<file path="src/common/sns_pkg.sv">
// Function
// - Three-bit trim adds 2.5 mV per step
// - Forced-off bit holds its channel shut down
// - Key byte write restores writable register defaults
// - Reset register write-only, reads return zero
// - Persistent bit survives soft reset, powers up one
// - Soft-start counts 256 steps of divider periods
// - Oscillator caps duty at 90 percent
`default_nettype none
package sns_pkg;
  // Register map
  localparam logic [7:0] ADDR_CAL       = 8'h25;
  localparam logic [7:0] ADDR_SRST      = 8'h26;
  localparam logic [7:0] SRST_KEY       = 8'hc3;
  localparam logic [7:0] CAL_RESET      = 8'h00;
  localparam logic [7:0] SRST_READ      = 8'h00;
  localparam logic [7:0] RD_RESET       = 8'h00;
  localparam logic       PCFG_RESET     = 1'b1;

  // Calibration field layout, channel index times stride
  localparam int unsigned CAL_CH_STRIDE = 4;
  localparam int unsigned CAL_OFF_POS   = 0;
  localparam int unsigned CAL_TRIM_POS  = 1;
  localparam int unsigned NUM_CH        = 2;

  // Trim step in microvolts
  localparam int unsigned TRIM_STEP_UV  = 2500;

  // Soft-start ramp
  localparam int unsigned RAMP_COUNTS   = 256;
  localparam logic [7:0]  RAMP_LAST     = 8'(RAMP_COUNTS - 1);

  // Oscillator timing
  localparam int unsigned CLK_PERIOD_PS = 5000;
  localparam int unsigned SW_PERIOD_PS  = 2500000;
  localparam int unsigned DUTY_MAX_PCT  = 90;
  localparam int unsigned SW_PERIOD_CYC = SW_PERIOD_PS / CLK_PERIOD_PS;
  localparam int unsigned MAX_ON_CYC    = (SW_PERIOD_CYC * DUTY_MAX_PCT) / 100;
  localparam int unsigned PHASE_W       = 9;
  localparam logic [PHASE_W-1:0] PHASE_LAST = PHASE_W'(SW_PERIOD_CYC - 1);
  localparam logic [PHASE_W-1:0] MAX_ON     = PHASE_W'(MAX_ON_CYC);
endpackage
`default_nettype wire

</file>
<file path="src/common/sns_chan_if.sv">
`timescale 1ns/1ps
`default_nettype none
interface sns_chan_if;
  logic       run;
  logic [7:0] divider;
  logic [7:0] ramp_level;
  logic       ramp_done;
  logic       gate_allow;

  modport ctl  (output run, divider, input ramp_level, ramp_done, gate_allow);
  modport chan (input run, divider, output ramp_level, ramp_done, gate_allow);
endinterface
`default_nettype wire

</file>
<file path="src/rtl/sns_trim_top.sv">
`timescale 1ns/1ps
`default_nettype none
module sns_trim_top (
  input  wire logic             i_clk,
  input  wire logic             i_arst_n,
  input  wire logic             i_wr_en,
  input  wire logic             i_rd_en,
  input  wire logic [7:0]       i_addr,
  input  wire logic [7:0]       i_wr_data,
  output logic      [7:0]       o_rd_data,
  output logic                  o_rd_valid,
  input  wire logic             i_pcfg_wr,
  input  wire logic             i_pcfg_data,
  output logic                  o_persistent_config_bit,
  output logic                  o_soft_reset,
  input  wire logic [1:0]       i_ch_enable,
  input  wire logic [1:0][7:0]  i_ramp_step_divider,
  output logic      [1:0]       o_channel_force_off,
  output logic      [1:0][2:0]  o_sense_trim_code,
  output logic      [1:0][14:0] o_sense_offset_uv,
  output logic      [1:0][7:0]  o_ramp_level,
  output logic      [1:0]       o_ramp_done,
  output logic      [1:0]       o_gate_allow
);
  import sns_pkg::*;

  logic [7:0] cal;
  logic [7:0] next_cal;
  logic       pcfg;
  logic       next_pcfg;
  logic [7:0] rd_data;
  logic [7:0] next_rd_data;
  logic       rd_valid;
  logic       next_rd_valid;
  logic       srst;
  logic       next_srst;
  logic       key_hit;
  logic       cal_wr;

  sns_chan_if ch_if [NUM_CH] ();

  function automatic logic [2:0] trim_code(input logic [7:0] r, input int unsigned c);
    trim_code = r[c*CAL_CH_STRIDE+CAL_TRIM_POS +: 3];
  endfunction

  function automatic logic force_bit(input logic [7:0] r, input int unsigned c);
    force_bit = r[c*CAL_CH_STRIDE+CAL_OFF_POS];
  endfunction

  function automatic logic [14:0] offset_uv(input logic [2:0] code);
    offset_uv = 15'(code * TRIM_STEP_UV);
  endfunction

  // Register write, soft reset and read path
  always_comb
  begin
    key_hit       = i_wr_en && (i_addr == ADDR_SRST) && (i_wr_data == SRST_KEY);
    cal_wr        = i_wr_en && (i_addr == ADDR_CAL);
    next_cal      = cal;
    next_pcfg     = pcfg;
    next_srst     = key_hit;
    next_rd_valid = i_rd_en;
    next_rd_data  = rd_data;
    // Non-key writes to the reset address fall through untouched
    if (key_hit)
      next_cal = CAL_RESET;
    else if (cal_wr)
      next_cal = i_wr_data;
    // Persistent bit is only ever written, never soft reset
    if (i_pcfg_wr)
      next_pcfg = i_pcfg_data;
    if (i_rd_en)
    begin
      if (i_addr == ADDR_CAL)
        next_rd_data = cal;
      else if (i_addr == ADDR_SRST)
        next_rd_data = SRST_READ;
      else
        next_rd_data = RD_RESET;
    end
  end

  always_ff @(posedge i_clk or negedge i_arst_n)
  begin
    if (!i_arst_n)
    begin
      cal      <= CAL_RESET;
      pcfg     <= PCFG_RESET;
      rd_data  <= RD_RESET;
      rd_valid <= 1'b0;
      srst     <= 1'b0;
    end
    else
    begin
      cal      <= next_cal;
      pcfg     <= next_pcfg;
      rd_data  <= next_rd_data;
      rd_valid <= next_rd_valid;
      srst     <= next_srst;
    end
  end

  assign o_rd_data               = rd_data;
  assign o_rd_valid              = rd_valid;
  assign o_persistent_config_bit = pcfg;
  // Rest of the map restores its defaults on this pulse
  assign o_soft_reset            = srst;

  // Per-channel trim, force-off and ramp engines
  genvar g;
  generate
    for (g = 0; g < NUM_CH; g++)
    begin : g_ch
      assign o_sense_trim_code[g]   = trim_code(cal, g);
      assign o_sense_offset_uv[g]   = offset_uv(trim_code(cal, g));
      assign o_channel_force_off[g] = force_bit(cal, g);
      // Forced-off overrides the enable for as long as it is set
      assign ch_if[g].run           = i_ch_enable[g] && !force_bit(cal, g);
      assign ch_if[g].divider       = i_ramp_step_divider[g];
      assign o_ramp_level[g]        = ch_if[g].ramp_level;
      assign o_ramp_done[g]         = ch_if[g].ramp_done;
      assign o_gate_allow[g]        = ch_if[g].gate_allow;

      sns_chan u_chan (
        .i_clk    (i_clk),
        .i_arst_n (i_arst_n),
        .ch       (ch_if[g])
      );
    end
  endgenerate

  property p_cal_write;
    @(posedge i_clk) disable iff (!i_arst_n)
    i_wr_en && (i_addr == ADDR_CAL) |=> (cal == $past(i_wr_data)) && (o_sense_trim_code[0] == cal[3:1]);
  endproperty
  a_cal_write: assert property (p_cal_write) else $error("calibration write not stored");

  property p_offset;
    @(posedge i_clk) disable iff (!i_arst_n)
    (o_sense_trim_code[1] == 3'h7) |-> (o_sense_offset_uv[1] == 15'h445c);
  endproperty
  a_offset: assert property (p_offset) else $error("top trim code offset wrong");

  property p_force_off;
    @(posedge i_clk) disable iff (!i_arst_n)
    cal[4] ##1 cal[4] |-> !o_gate_allow[1] && !o_ramp_done[1];
  endproperty
  a_force_off: assert property (p_force_off) else $error("forced-off channel still active");

  property p_key_reset;
    @(posedge i_clk) disable iff (!i_arst_n)
    i_wr_en && (i_addr == ADDR_SRST) && (i_wr_data == SRST_KEY) |=> (cal == CAL_RESET) && o_soft_reset;
  endproperty
  a_key_reset: assert property (p_key_reset) else $error("key write did not reset");

  property p_nonkey;
    @(posedge i_clk) disable iff (!i_arst_n)
    i_wr_en && (i_addr == ADDR_SRST) && (i_wr_data != SRST_KEY) |=> $stable(cal) && !o_soft_reset;
  endproperty
  a_nonkey: assert property (p_nonkey) else $error("non-key write changed state");

  property p_read_zero;
    @(posedge i_clk) disable iff (!i_arst_n)
    i_rd_en && (i_addr == ADDR_SRST) |=> o_rd_valid && (o_rd_data == 8'h00);
  endproperty
  a_read_zero: assert property (p_read_zero) else $error("reset register read not zero");

  property p_pcfg_keep;
    @(posedge i_clk) disable iff (!i_arst_n)
    o_soft_reset && !$past(i_pcfg_wr) |-> (o_persistent_config_bit == $past(o_persistent_config_bit));
  endproperty
  a_pcfg_keep: assert property (p_pcfg_keep) else $error("soft reset touched persistent bit");

  // Field, bus, pulse and hold checks, and the persistent bit write path
  property p_force_off0;
    @(posedge i_clk) disable iff (!i_arst_n)
    cal[0] ##1 cal[0] |-> !o_gate_allow[0] && !o_ramp_done[0];
  endproperty
  a_force_off0: assert property (p_force_off0) else $error("forced-off first channel still active");

  property p_offset_step;
    @(posedge i_clk) disable iff (!i_arst_n)
    (o_sense_trim_code[0] == 3'h1) |-> (o_sense_offset_uv[0] == 15'h09c4);
  endproperty
  a_offset_step: assert property (p_offset_step) else $error("single trim step offset wrong");

  property p_offset_zero;
    @(posedge i_clk) disable iff (!i_arst_n)
    (o_sense_trim_code[1] == 3'h0) |-> (o_sense_offset_uv[1] == 15'h0000);
  endproperty
  a_offset_zero: assert property (p_offset_zero) else $error("zero trim code offset not zero");

  property p_rd_cal;
    @(posedge i_clk) disable iff (!i_arst_n)
    i_rd_en && (i_addr == ADDR_CAL) |=> o_rd_valid && (o_rd_data == $past(cal));
  endproperty
  a_rd_cal: assert property (p_rd_cal) else $error("calibration readback wrong");

  property p_rd_pulse;
    @(posedge i_clk) disable iff (!i_arst_n)
    !i_rd_en |=> !o_rd_valid;
  endproperty
  a_rd_pulse: assert property (p_rd_pulse) else $error("read valid without a read");

  property p_rd_hold;
    @(posedge i_clk) disable iff (!i_arst_n)
    !i_rd_en |=> $stable(o_rd_data);
  endproperty
  a_rd_hold: assert property (p_rd_hold) else $error("read data moved between reads");

  property p_srst_pulse;
    @(posedge i_clk) disable iff (!i_arst_n)
    !(i_wr_en && (i_addr == ADDR_SRST) && (i_wr_data == SRST_KEY)) |=> !o_soft_reset;
  endproperty
  a_srst_pulse: assert property (p_srst_pulse) else $error("soft reset without key write");

  property p_cal_hold;
    @(posedge i_clk) disable iff (!i_arst_n)
    !(i_wr_en && (i_addr == ADDR_CAL)) && !(i_wr_en && (i_addr == ADDR_SRST) && (i_wr_data == SRST_KEY))
      |=> $stable(cal);
  endproperty
  a_cal_hold: assert property (p_cal_hold) else $error("calibration changed without a write");

  property p_pcfg_write;
    @(posedge i_clk) disable iff (!i_arst_n)
    i_pcfg_wr |=> (o_persistent_config_bit == $past(i_pcfg_data));
  endproperty
  a_pcfg_write: assert property (p_pcfg_write) else $error("persistent bit write not stored");
endmodule
`default_nettype wire

</file>
<file path="src/rtl/sns_chan.sv">
`timescale 1ns/1ps
`default_nettype none
module sns_chan (
  input  wire logic i_clk,
  input  wire logic i_arst_n,
  sns_chan_if.chan  ch
);
  import sns_pkg::*;

  typedef enum logic [1:0]
  {
    SNS_OFF  = 2'b00,
    SNS_RAMP = 2'b01,
    SNS_ON   = 2'b11
  } sns_state_t;

  sns_state_t         state;
  sns_state_t         next_state;
  logic [PHASE_W-1:0] phase;
  logic [PHASE_W-1:0] next_phase;
  logic [7:0]         step_cnt;
  logic [7:0]         next_step_cnt;
  logic [7:0]         level;
  logic [7:0]         next_level;
  logic               period_end;
  logic [7:0]         step_last;

  // Free-running oscillator phase and ramp sequencing
  always_comb
  begin
    period_end    = (phase == PHASE_LAST);
    next_phase    = period_end ? '0 : phase + 1'b1;
    // Divider of zero behaves as one period, avoids a stuck ramp
    step_last     = (ch.divider == 8'h00) ? 8'h00 : ch.divider - 8'h01;
    next_state    = state;
    next_step_cnt = step_cnt;
    next_level    = level;
    case (state)
      SNS_OFF:
      begin
        next_step_cnt = 8'h00;
        next_level    = 8'h00;
        if (ch.run)
          next_state = SNS_RAMP;
      end
      SNS_RAMP:
      begin
        if (!ch.run)
        begin
          // Level drops with the state, no stale count left on the way out
          next_state    = SNS_OFF;
          next_step_cnt = 8'h00;
          next_level    = 8'h00;
        end
        else if (period_end)
        begin
          if (step_cnt >= step_last)
          begin
            next_step_cnt = 8'h00;
            if (level == RAMP_LAST)
              next_state = SNS_ON;
            else
              next_level = level + 8'h01;
          end
          else
            next_step_cnt = step_cnt + 8'h01;
        end
      end
      SNS_ON:
      begin
        if (!ch.run)
        begin
          next_state    = SNS_OFF;
          next_step_cnt = 8'h00;
          next_level    = 8'h00;
        end
      end
      default:
        next_state = SNS_OFF;
    endcase
  end

  always_ff @(posedge i_clk or negedge i_arst_n)
  begin
    if (!i_arst_n)
    begin
      state    <= SNS_OFF;
      phase    <= '0;
      step_cnt <= 8'h00;
      level    <= 8'h00;
    end
    else
    begin
      state    <= next_state;
      phase    <= next_phase;
      step_cnt <= next_step_cnt;
      level    <= next_level;
    end
  end

  // Off-time guaranteed at the tail of every period
  assign ch.gate_allow = (state != SNS_OFF) && (phase < MAX_ON);
  assign ch.ramp_level = level;
  assign ch.ramp_done  = (state == SNS_ON);

  property p_ramp_step;
    @(posedge i_clk) disable iff (!i_arst_n)
    (state == SNS_RAMP) && ch.run && period_end && (step_cnt >= step_last) && (level != RAMP_LAST)
      |=> (level == $past(level) + 8'h01);
  endproperty
  a_ramp_step: assert property (p_ramp_step) else $error("ramp level did not advance");

  property p_ramp_hold;
    @(posedge i_clk) disable iff (!i_arst_n)
    (state == SNS_RAMP) && ch.run && !period_end |=> $stable(level);
  endproperty
  a_ramp_hold: assert property (p_ramp_hold) else $error("ramp level moved mid period");

  property p_min_off;
    @(posedge i_clk) disable iff (!i_arst_n)
    (phase >= MAX_ON) |-> !ch.gate_allow;
  endproperty
  a_min_off: assert property (p_min_off) else $error("gate allowed in off window");

  property p_off_hold;
    @(posedge i_clk) disable iff (!i_arst_n)
    !ch.run ##1 !ch.run |-> !ch.gate_allow && (level == 8'h00) && !ch.ramp_done;
  endproperty
  a_off_hold: assert property (p_off_hold) else $error("channel active while not running");
endmodule
`default_nettype wire

</file>
<file path="config.mk">
export PLATFORM = sky130hd
export DESIGN_NAME = sns_trim_top
export DESIGN_NICKNAME = d
export VERILOG_FILES = /design/src/common/sns_pkg.sv /design/src/common/sns_chan_if.sv /design/src/rtl/sns_trim_top.sv /design/src/rtl/sns_chan.sv
export SDC_FILE = /design/constraint.sdc
export NUM_CORES = 1
export LEC_CHECK = 0
export BUFFER_PORTS_ARGS = -buffer_cell sky130_fd_sc_hd__buf_2
export CORE_MARGIN = 4
export CORE_UTILIZATION = 59
export CTS_CLUSTER_SIZE = 25
export DETAILED_ROUTE_END_ITERATION = 10
export PLACE_DENSITY_LB_ADDON = 0.05
export SETUP_SLACK_MARGIN = 0.02
export SLEW_MARGIN = 20
export SYNTH_ARGS = -nofsm -noshare
export SYNTH_HDL_FRONTEND = slang
export SYNTH_SLANG_ARGS = --single-unit
</file>
<file path="constraint.sdc">
create_clock -name i_clk -period 5.05 [get_ports i_clk]
set_input_delay 1.01 -clock i_clk [delete_from_list [all_inputs] [get_ports i_clk]]
set_output_delay 1.01 -clock i_clk [all_outputs]
set_load 0.05 [all_outputs]
</file>
# After elaboration in Yosys (flattened, before gate mapping)
# Cells that the tools add are included.
# op_classes
n_addsub	8
mul	2
order_cmp	4
n_eq_ne	23
n_mux	41
reduce_logical	24
# ops
op	count
$mux 8	21
$pmux 8 s3	4
$add 8x1->8 const B	4
$mul 3x10->13 const B	2
$eq 8x8->1 const B	3
$mux 2	12
$ne 3x3->1 const B	8
$reduce_and 5->1	4
$add 9x1->9 const B	2
$eq 9x9->1 const B	2
$lt 9x9->1 const B	2
$mux 9	2
$eq 8x6->1 const B	2
$ge 8x8->1	2
$logic_not 8->1	2
$sub 8x1->8 const B	2
$pmux 2 s3	2
$logic_and 1x1->1	7
$reduce_and 3->1	2
$reduce_bool 2->1	3
$reduce_bool 3->1	2
$eq 2x1->1 const B	2
$eq 2x2->1 const B	2
$logic_not 2->1	2
3 further kinds	6
# word_totals
ff_bits	73
inputBits	40
output_inout_bits	69

# Longest topological paths before layout
# Gate-level depths: netlist of run 1.
# depth
depth_word	7
mapped_depth	13
mapped_depth_nobuf	12

# By module
# Synthesis of run 1 repeated with hierarchy kept, for this count alone.
# hier_totals
cells_unflattened	527
hier_area_um2	5037.3
# by_module_without_submodules
mod	n_inst	cells_each	area_per_inst_um2
sns_chan	2	200	1823.0
sns_trim_top	1	127	1391.3

# Least setup slack after synthesis of run 1
# OpenSTA, ideal clock, no wires.
# synth_path
kind	input-to-reg
startpoint	input i_ramp_step_divider[12] (netlist bit)
endpoint	register g_ch[1].u_chan.level[0]
setup_time_ps	148
arrival_time_ps	3920
path_slack_ps	982
stages	12
path_buffers	1
cell_sequence	or3_1 or3_1 or3b_2 and2_1 ha_1 and3_1 o21ai_0 a31oi_1 or4_1 clkbuf_1 nand4b_1 o21ai_0
# synth_between
elab_chain_cells	5
word_cells_on_any_way	6
classes_between	add/sub: 1; order compare: 1; eq/ne: 1; mux: 1; reduce/logical: 2
# synth_rtl
item	line	text
start: declaration	sns_trim_top.sv:17	input wire logic [1:0][7:0] i_ramp_step_divider,
$sub 8x1->8 or $logic_not 8->1 (tied branches)	sns_chan.sv:34	step_last = (ch.divider == 8'h00) ? 8'h00 : ch.divider - 8'h01;
$mux 8 (*)	sns_chan.sv:34	
$ge 8x8->1 (*)	sns_chan.sv:57	if (step_cnt >= step_last)
$ne 3x3->1 (no line) (*)	-	
$reduce_and 5->1 (no line) (*)	-	
end signal: assignment	sns_chan.sv:97	level <= next_level;
end: declaration	sns_chan.sv:23	logic [7:0] level;
# Mark *: on every way between the ends. The rest lies on a longest branch, timed or not.
# A chain may end at the register's enable or synchronous reset.

# Worst setup path in the final report of run 1
# layout_path
startpoint	input i_ramp_step_divider[12] (netlist bit)
endpoint	register g_ch[1].u_chan.step_cnt[0]
# layout_between
elab_chain_cells	7
word_cells_on_any_way	8
classes_between	add/sub: 1; order compare: 1; mux: 5; reduce/logical: 1
# layout_rtl
item	line	text
$sub 8x1->8 or $logic_not 8->1 (tied branches)	sns_chan.sv:34	
$mux 8 (*)	sns_chan.sv:34	
$ge 8x8->1 (*)	sns_chan.sv:57	
$mux 8 (*)	sns_chan.sv:57	
$mux 8 (*)	sns_chan.sv:55	else if (period_end)
$mux 8 (*)	sns_chan.sv:48	if (!ch.run)
$pmux 8 s3 (*)	sns_chan.sv:38	case (state)
end signal: assignment	sns_chan.sv:96	step_cnt <= next_step_cnt;
end: declaration	sns_chan.sv:21	logic [7:0] step_cnt;
# Mark *: on every way between the ends. The rest lies on a longest branch, timed or not. The select of a mux whose other input is x is not followed.

==> run_results.csv, run 1 <==
group,metric,value,unit
floorplan,row_count,33,
clock_network,cts_buffers,9,
power,power_leakage,0.00285,uW
placement,io_buffer_count,102,
global_routing,grt_pass1_vias,4283,
critical_path,start_kind,"input port",
clock_network,cts_sinks,73,
timing,finalSetupTns,0,ns
drt,wire_per_inst,14.5,microns
clock_network,postCtsSetupBuffers,0,
clock_network,cts_root_buf,"clkbuf_8",
critical_path,cp.arrival,4.59,ns
drt,drtIter0Drc,158,
critical_path,max_stage_delay,0.69,ns
power,p_per_area,252,nW/um^2
logic_synthesis,synth.distinct_cells,61,
timing,finalSetupViolCount,0,
final_layout,fin_nets,727,
final_layout,drive_gt1_share,22.2,%
floorplan,die_h,99.2,microns
floorplan,core_area,8130,sq um
floorplan,die-width,99.2,microns
placement,routabilityCongestion,0.866,
outcome,status,"completed",
logic_synthesis,ys_seq_area_share,37.2,%
timing,finalCritPeriodShare,85.3,%
placement,dpl.hpwl,8200,microns
critical_path,reg2reg_from,"g_ch[0].u_chan.phase[0]",
timing,final.setup_skew,0.0112,ns
clock_network,path_clk_slew,0.07,ns
final_layout,diodes,0,
critical_path,critPathTopFamily,"simple AND/OR/NAND/NOR gates",
floorplan,initial_core_util,60.3,%
placement,dp_slack,0.386,ns
global_routing,grt_pass1_wl,18800,microns
critical_path,critPathMaxFanout,11,
global_routing,grt_max_degree,46,
drt,via_per_inst,5.72,
global_routing,grt_usage,23.0,%
final_layout,syn_to_final_growth,14.9,%
global_routing,grt-ovfl-total,0,
logic_synthesis,async_reset_ff_share,100,%
min_path,worstHoldPathType,"reg -> reg",
critical_path,r2r_slack,2.37,ns
critical_path,crit_start,"i_ramp_step_divider[12]",
logic_synthesis,syn_avg_cell_area,8.88,sq um
floorplan,io_pins,109,
critical_path,timing.rr.end,"g_ch[0].u_chan.step_cnt[3]",
critical_path,cp.buffers_inverters,1,
clock_network,clockBufferDepth,2,
clock_network,cts_tree,"yes",
clock_network,h-tree-depth,3,
timing,slew_headroom,35.1,%
timing,worstMarginPinSlew,0.967,ns
critical_path,cp_cell_sequence,"buf_2 -> or3_1 -> or3_1 -> or3b_2 -> and2_1 -> ha_1 -> and3_1 -> o21ai_0 -> a31oi_1 -> or4_1 -> nor2_1 -> mux2_2",
job,maxCapViolCount,0,
logic_synthesis,ys_seq_elements,73,
final_layout,fillerInstances,652,
power,finalPower,1420,uW
timing,fin_ws,0.742,ns
global_routing,antenna_found_initial,0,
power,ir_worst_vdd,0.163,mV
drt,num_vias,4316,
clock_network,cts_resized,0,
critical_path,cp_common_cell,"or3_1",
timing,slew_viol_final,0,
critical_path,critical_path.endpoint_type,"flip-flop",
critical_path,cp-endpoint,"g_ch[1].u_chan.step_cnt[0]",
min_path,min_path_cells,1,
logic_synthesis,synth_flop_cell,"dfrtp_1",
critical_path,path_class,"in -> reg",
timing,grt_setup_unrepaired,"no",
logic_synthesis,syn_area,4910,sq um
drt,ant_nets,0,
final_layout,final_core_util,69.4,%
drt,drtPass1Iterations,4,
timing,whs,0.468,ns
logic_synthesis,synth_edf_count,0,
timing,max_freq,0.232,GHz
clock_network,clock_latency,0.35,ns
clock_network,hold_buffers,0,
timing,hold_viol_final,0,
timing,min_period,4.31,ns
floorplan,dieArea,9840,sq um
critical_path,required,5.33,ns
critical_path,cp.depth,12,
drt,post-route-drc-count,0,
critical_path,r2r_cells,6,
logic_synthesis,ys_warn_count,0,
critical_path,cpMaxStageDelayCell,"or4_1",
drt,wl,10900,microns
logic_synthesis,synthCells,553,
==> area by class of cell <==
class	instances	area, sq um	area share (%)
timing repair buffer	105	536	9.49
clock inverter	6	88.8	1.57
tap	105	131	2.33
clock buffer	10	138	2.44
inverter	48	180	3.19
multi-input combinational	408	2740	48.6
sequential	73	1830	32.4
==> layer usage <==
layer	share of wire (%)	track usage, %
met5	0	0
met4	1.5	8.51
met3	6.8	4.63
met2	47	38.1
met1	45	29.8
==> synthesized netlist by cell type (all sizes together), types with 9 or more instances <==
master  instances  area, sq um
a21oi          23          115
buf            23          160
dfrtp          72         1800
ha             36          450
inv            48          180
nand2          53          199
nand3          26          130
nor2           43          161
nor2b           9         56.3
nor3           21          105
o21ai          47          239
xnor2          14          123
==> flip-flops by register name, indices dropped and copies added (netlist names) <==
register	count
cal	8
o_soft_reset	1
g_ch.u_chan.step_cnt	16
o_persistent_config_bit	1
g_ch.u_chan.ch.ramp_level	16
o_rd_data	8
g_ch.u_chan.phase	18
g_ch.u_chan.state	4
o_rd_valid	1
==> power breakdown <==
group	switching [uW]	internal, uW
registers	19.7	596
logic	203	80.7
clock network	229	293
total	452	969
==> logic make-up after synthesis <==
logic type / after synthesis / synth area share [%]
AO/OA/AOI/OAI: 119 / 15.1
XOR/XNOR: 22 / 3.93
adder cells (fa/ha/maj): 42 / 11.6
buffers and inverters: 77 / 7.39
flip-flops: 73 / 37.2
multiplexers: 14 / 3.01
other: 1 / 0.0764
AND/OR/NAND/NOR: 205 / 21.6
==> worst min-delay path by stage <==
stage	slack (ns)	end	startpoint
finish	0.47	g_ch[0].u_chan.phase[0]	g_ch[0].u_chan.phase[0]
global route	0.50	g_ch[1].u_chan.phase[0]	g_ch[1].u_chan.phase[0]
CTS	0.47	g_ch[0].u_chan.phase[0]	g_ch[0].u_chan.phase[0]
detailed placement	0.46	g_ch[0].u_chan.phase[0]	g_ch[0].u_chan.phase[0]
global placement	0.45	g_ch[1].u_chan.phase[0]	g_ch[1].u_chan.phase[0]
floorplan	0.43	g_ch[1].u_chan.phase[0]	g_ch[1].u_chan.phase[0]
==> placed cells by master, fill, tap and decap left out, types with 14 or more instances in the layout <==
cell and count:
nor3_1 21, o21ai_0 46, nand2_1 53, ha_1 36
buf_2 101, a21oi_1 23, nor2_1 43, inv_1 47
xnor2_1 14, dfrtp_1 72, nand3_1 26
==> metrics by stage <==
step / cells / instance area (sq um)
floorplan: 558 / 4930
global placement: 739 / 5410
detailed placement: 739 / 5410
CTS: 755 / 5640
global route: 755 / 5640
finish: 755 / 5640
Power figures use the tool's default switching activity.
==> inputs of run 2 (changes only) <==
--- a/config.mk
+++ b/config.mk
@@ -7,7 +7,7 @@
 export LEC_CHECK = 0
 export BUFFER_PORTS_ARGS = -buffer_cell sky130_fd_sc_hd__buf_2
 export CORE_MARGIN = 4
-export CORE_UTILIZATION = 59
+export CORE_UTILIZATION = 40
 export CTS_CLUSTER_SIZE = 25
 export DETAILED_ROUTE_END_ITERATION = 10
 export PLACE_DENSITY_LB_ADDON = 0.05
==> run 2 against run 1 <==
Sequential power hardly changed. Critical path type unchanged. Largest cell class unchanged. Flip-flop and latch count unchanged. Utilization decreased by 21 points. Setup slack got worse by 0.074 ns.
==> run_results.csv, run 2 (synthesized netlist as in run 1, its figures left out) <==
group,metric,value,unit
outcome,status,"completed",
timing,max_freq,0.228,GHz
power,power_leakage,0.00290,uW
placement,routabilityCongestion,0.821,
job,maxCapViolCount,0,
final_layout,final_common_cell,"buf_2",
final_layout,syn_to_final_growth,17.7,%
final_layout,top_register,"g_ch.u_chan.phase",
timing,finalCritPeriodShare,86.8,%
clock_network,cts_tree,"yes",
floorplan,die_h,119,microns
placement,dpl.hpwl,8400,microns
clock_network,cts_buffers,9,
global_routing,grt_usage,16.2,%
critical_path,critPathMaxFanout,11,
timing,hold_viol_final,0,
clock_network,cts_root_buf,"clkbuf_16",
final_layout,final_cell_mix,"101 x buf_2, 72 x dfrtp_1, 53 x nand2_1, 47 x inv_1, 46 x o21ai_0",
power,p_per_area,271,nW/um^2
global_routing,grt-ovfl-total,0,
timing,grt_setup_unrepaired,"no",
clock_network,cts_sinks,73,
final_layout,diodes,0,
floorplan,core_area,12000,sq um
global_routing,grt_pass1_wl,19200,microns
global_routing,grt_max_degree,74,
clock_network,postCtsSetupBuffers,0,
critical_path,cp.arrival,4.64,ns
floorplan,row_count,40,
timing,final.setup_skew,0.00586,ns
critical_path,path_class,"in -> reg",
drt,drtIter0Drc,177,
clock_network,h-tree-depth,3,
critical_path,required,5.31,ns
placement,io_buffer_count,102,
timing,slew_viol_final,0,
power,ir_worst_vdd,0.149,mV
drt,wire_per_inst,14.1,microns
clock_network,clock_latency,0.33,ns
floorplan,io_pins,109,
clock_network,path_clk_slew,0.05,ns
placement,dp_slack,0.356,ns
placement,placed_area,5460,sq um
final_layout,final_area,5780,sq um
timing,worstMarginPinSlew,0.938,ns
final_layout,largest_reg_flops,18,
drt,ant_nets,0,
final_layout,fin_nets,727,
global_routing,antenna_found_initial,0,
critical_path,critical_path.endpoint_type,"flip-flop",
critical_path,start_kind,"input port",
floorplan,die-width,119,microns
clock_network,cts_resized,0,
floorplan,dieArea,14100,sq um
timing,slew_headroom,37.5,%
global_routing,grt_pass1_vias,4064,
drt,via_per_inst,5.29,
timing,finalSetupTns,0,ns
floorplan,initial_core_util,40.9,%
drt,drtPass1Iterations,6,
min_path,worstHoldPathType,"reg -> reg",
timing,min_period,4.38,ns
drt,post-route-drc-count,0,
timing,fin_ws,0.668,ns
clock_network,clockBufferDepth,2,
drt,num_vias,4214,
drt,wl,11300,microns
power,finalPower,1570,uW
clock_network,hold_buffers,0,
final_layout,fillerInstances,1188,
final_layout,drive_gt1_share,22.0,%
timing,finalSetupViolCount,0,
-- run 2: changes by cell type in the layout (fill, tap and decap cells not counted) --
cell        before  now
clkbuf_8        10    0
clkbuf_16        0    9
clkinv_2         1    3
clkbuf_1         0    1
clkinvlp_4       2    1
inv_6            1    0
-- run 2: routing by layer --
layer / track usage (%) / wire length [microns] / vias to the layer above
met3: 4.21 / 749 / 13
met1: 21.5 / 5120 / 1970
li1: - / - / 2110
met5: 0 / 0 / -
met2: 26.4 / 5260 / 121
met4: 4.13 / 119 / 0
-- run 2: through the flow --
step	cells	hold slack [ns]	util (%)
6_report	797	0.461	48.1
5_1_grt	797	0.493	48.1
4_1_cts	797	0.465	48.1
2_1_floorplan	558	0.432	-
3_5_place_dp	781	0.458	45.5
3_3_place_gp	781	0.450	45.5
-- run 2: final timing paths --
kind,from,to,slack (ns),cells past startpoint
max,i_ramp_step_divider[12],g_ch[1].u_chan.step_cnt[0],0.67,12
min,g_ch[0].u_chan.phase[0],g_ch[0].u_chan.phase[0],0.46,1
max reg2reg,g_ch[1].u_chan.step_cnt[2],g_ch[1].u_chan.step_cnt[0],2.36,7
min reg2reg,g_ch[0].u_chan.phase[0],g_ch[0].u_chan.phase[0],0.46,1
max in group asynchronous,i_arst_n,g_ch[1].u_chan.ch.ramp_level[0],3.62,1
min in group asynchronous,i_arst_n,g_ch[0].u_chan.step_cnt[3],0.82,1
-- run 2: layout make-up --
cell class | instances | area, sq um | area share, %
clock buffer | 10 | 229 | 3.96
clock inverter | 6 | 82.6 | 1.43
inverter | 48 | 180 | 3.12
multi-input combinational | 408 | 2740 | 47.4
sequential | 73 | 1830 | 31.6
tap | 147 | 184 | 3.18
timing repair buffer | 105 | 536 | 9.27
-- run 2: power by group --
group          internal (uW)  switching, uW  total [uW]
Combinational           80.3            204         284
Clock                    430            238         668
Sequential               597           19.8         617
-- run 2: worst max-delay path, cell delays in order --
cell     delay, ns
buf_2         0.11
or3_1         0.38
or3_1         0.32
or3b_2        0.53
and2_1        0.20
ha_1          0.26
and3_1        0.14
o21ai_0       0.15
a31oi_1       0.11
or4_1         0.70
nor2_1        0.48
mux2_2        0.25
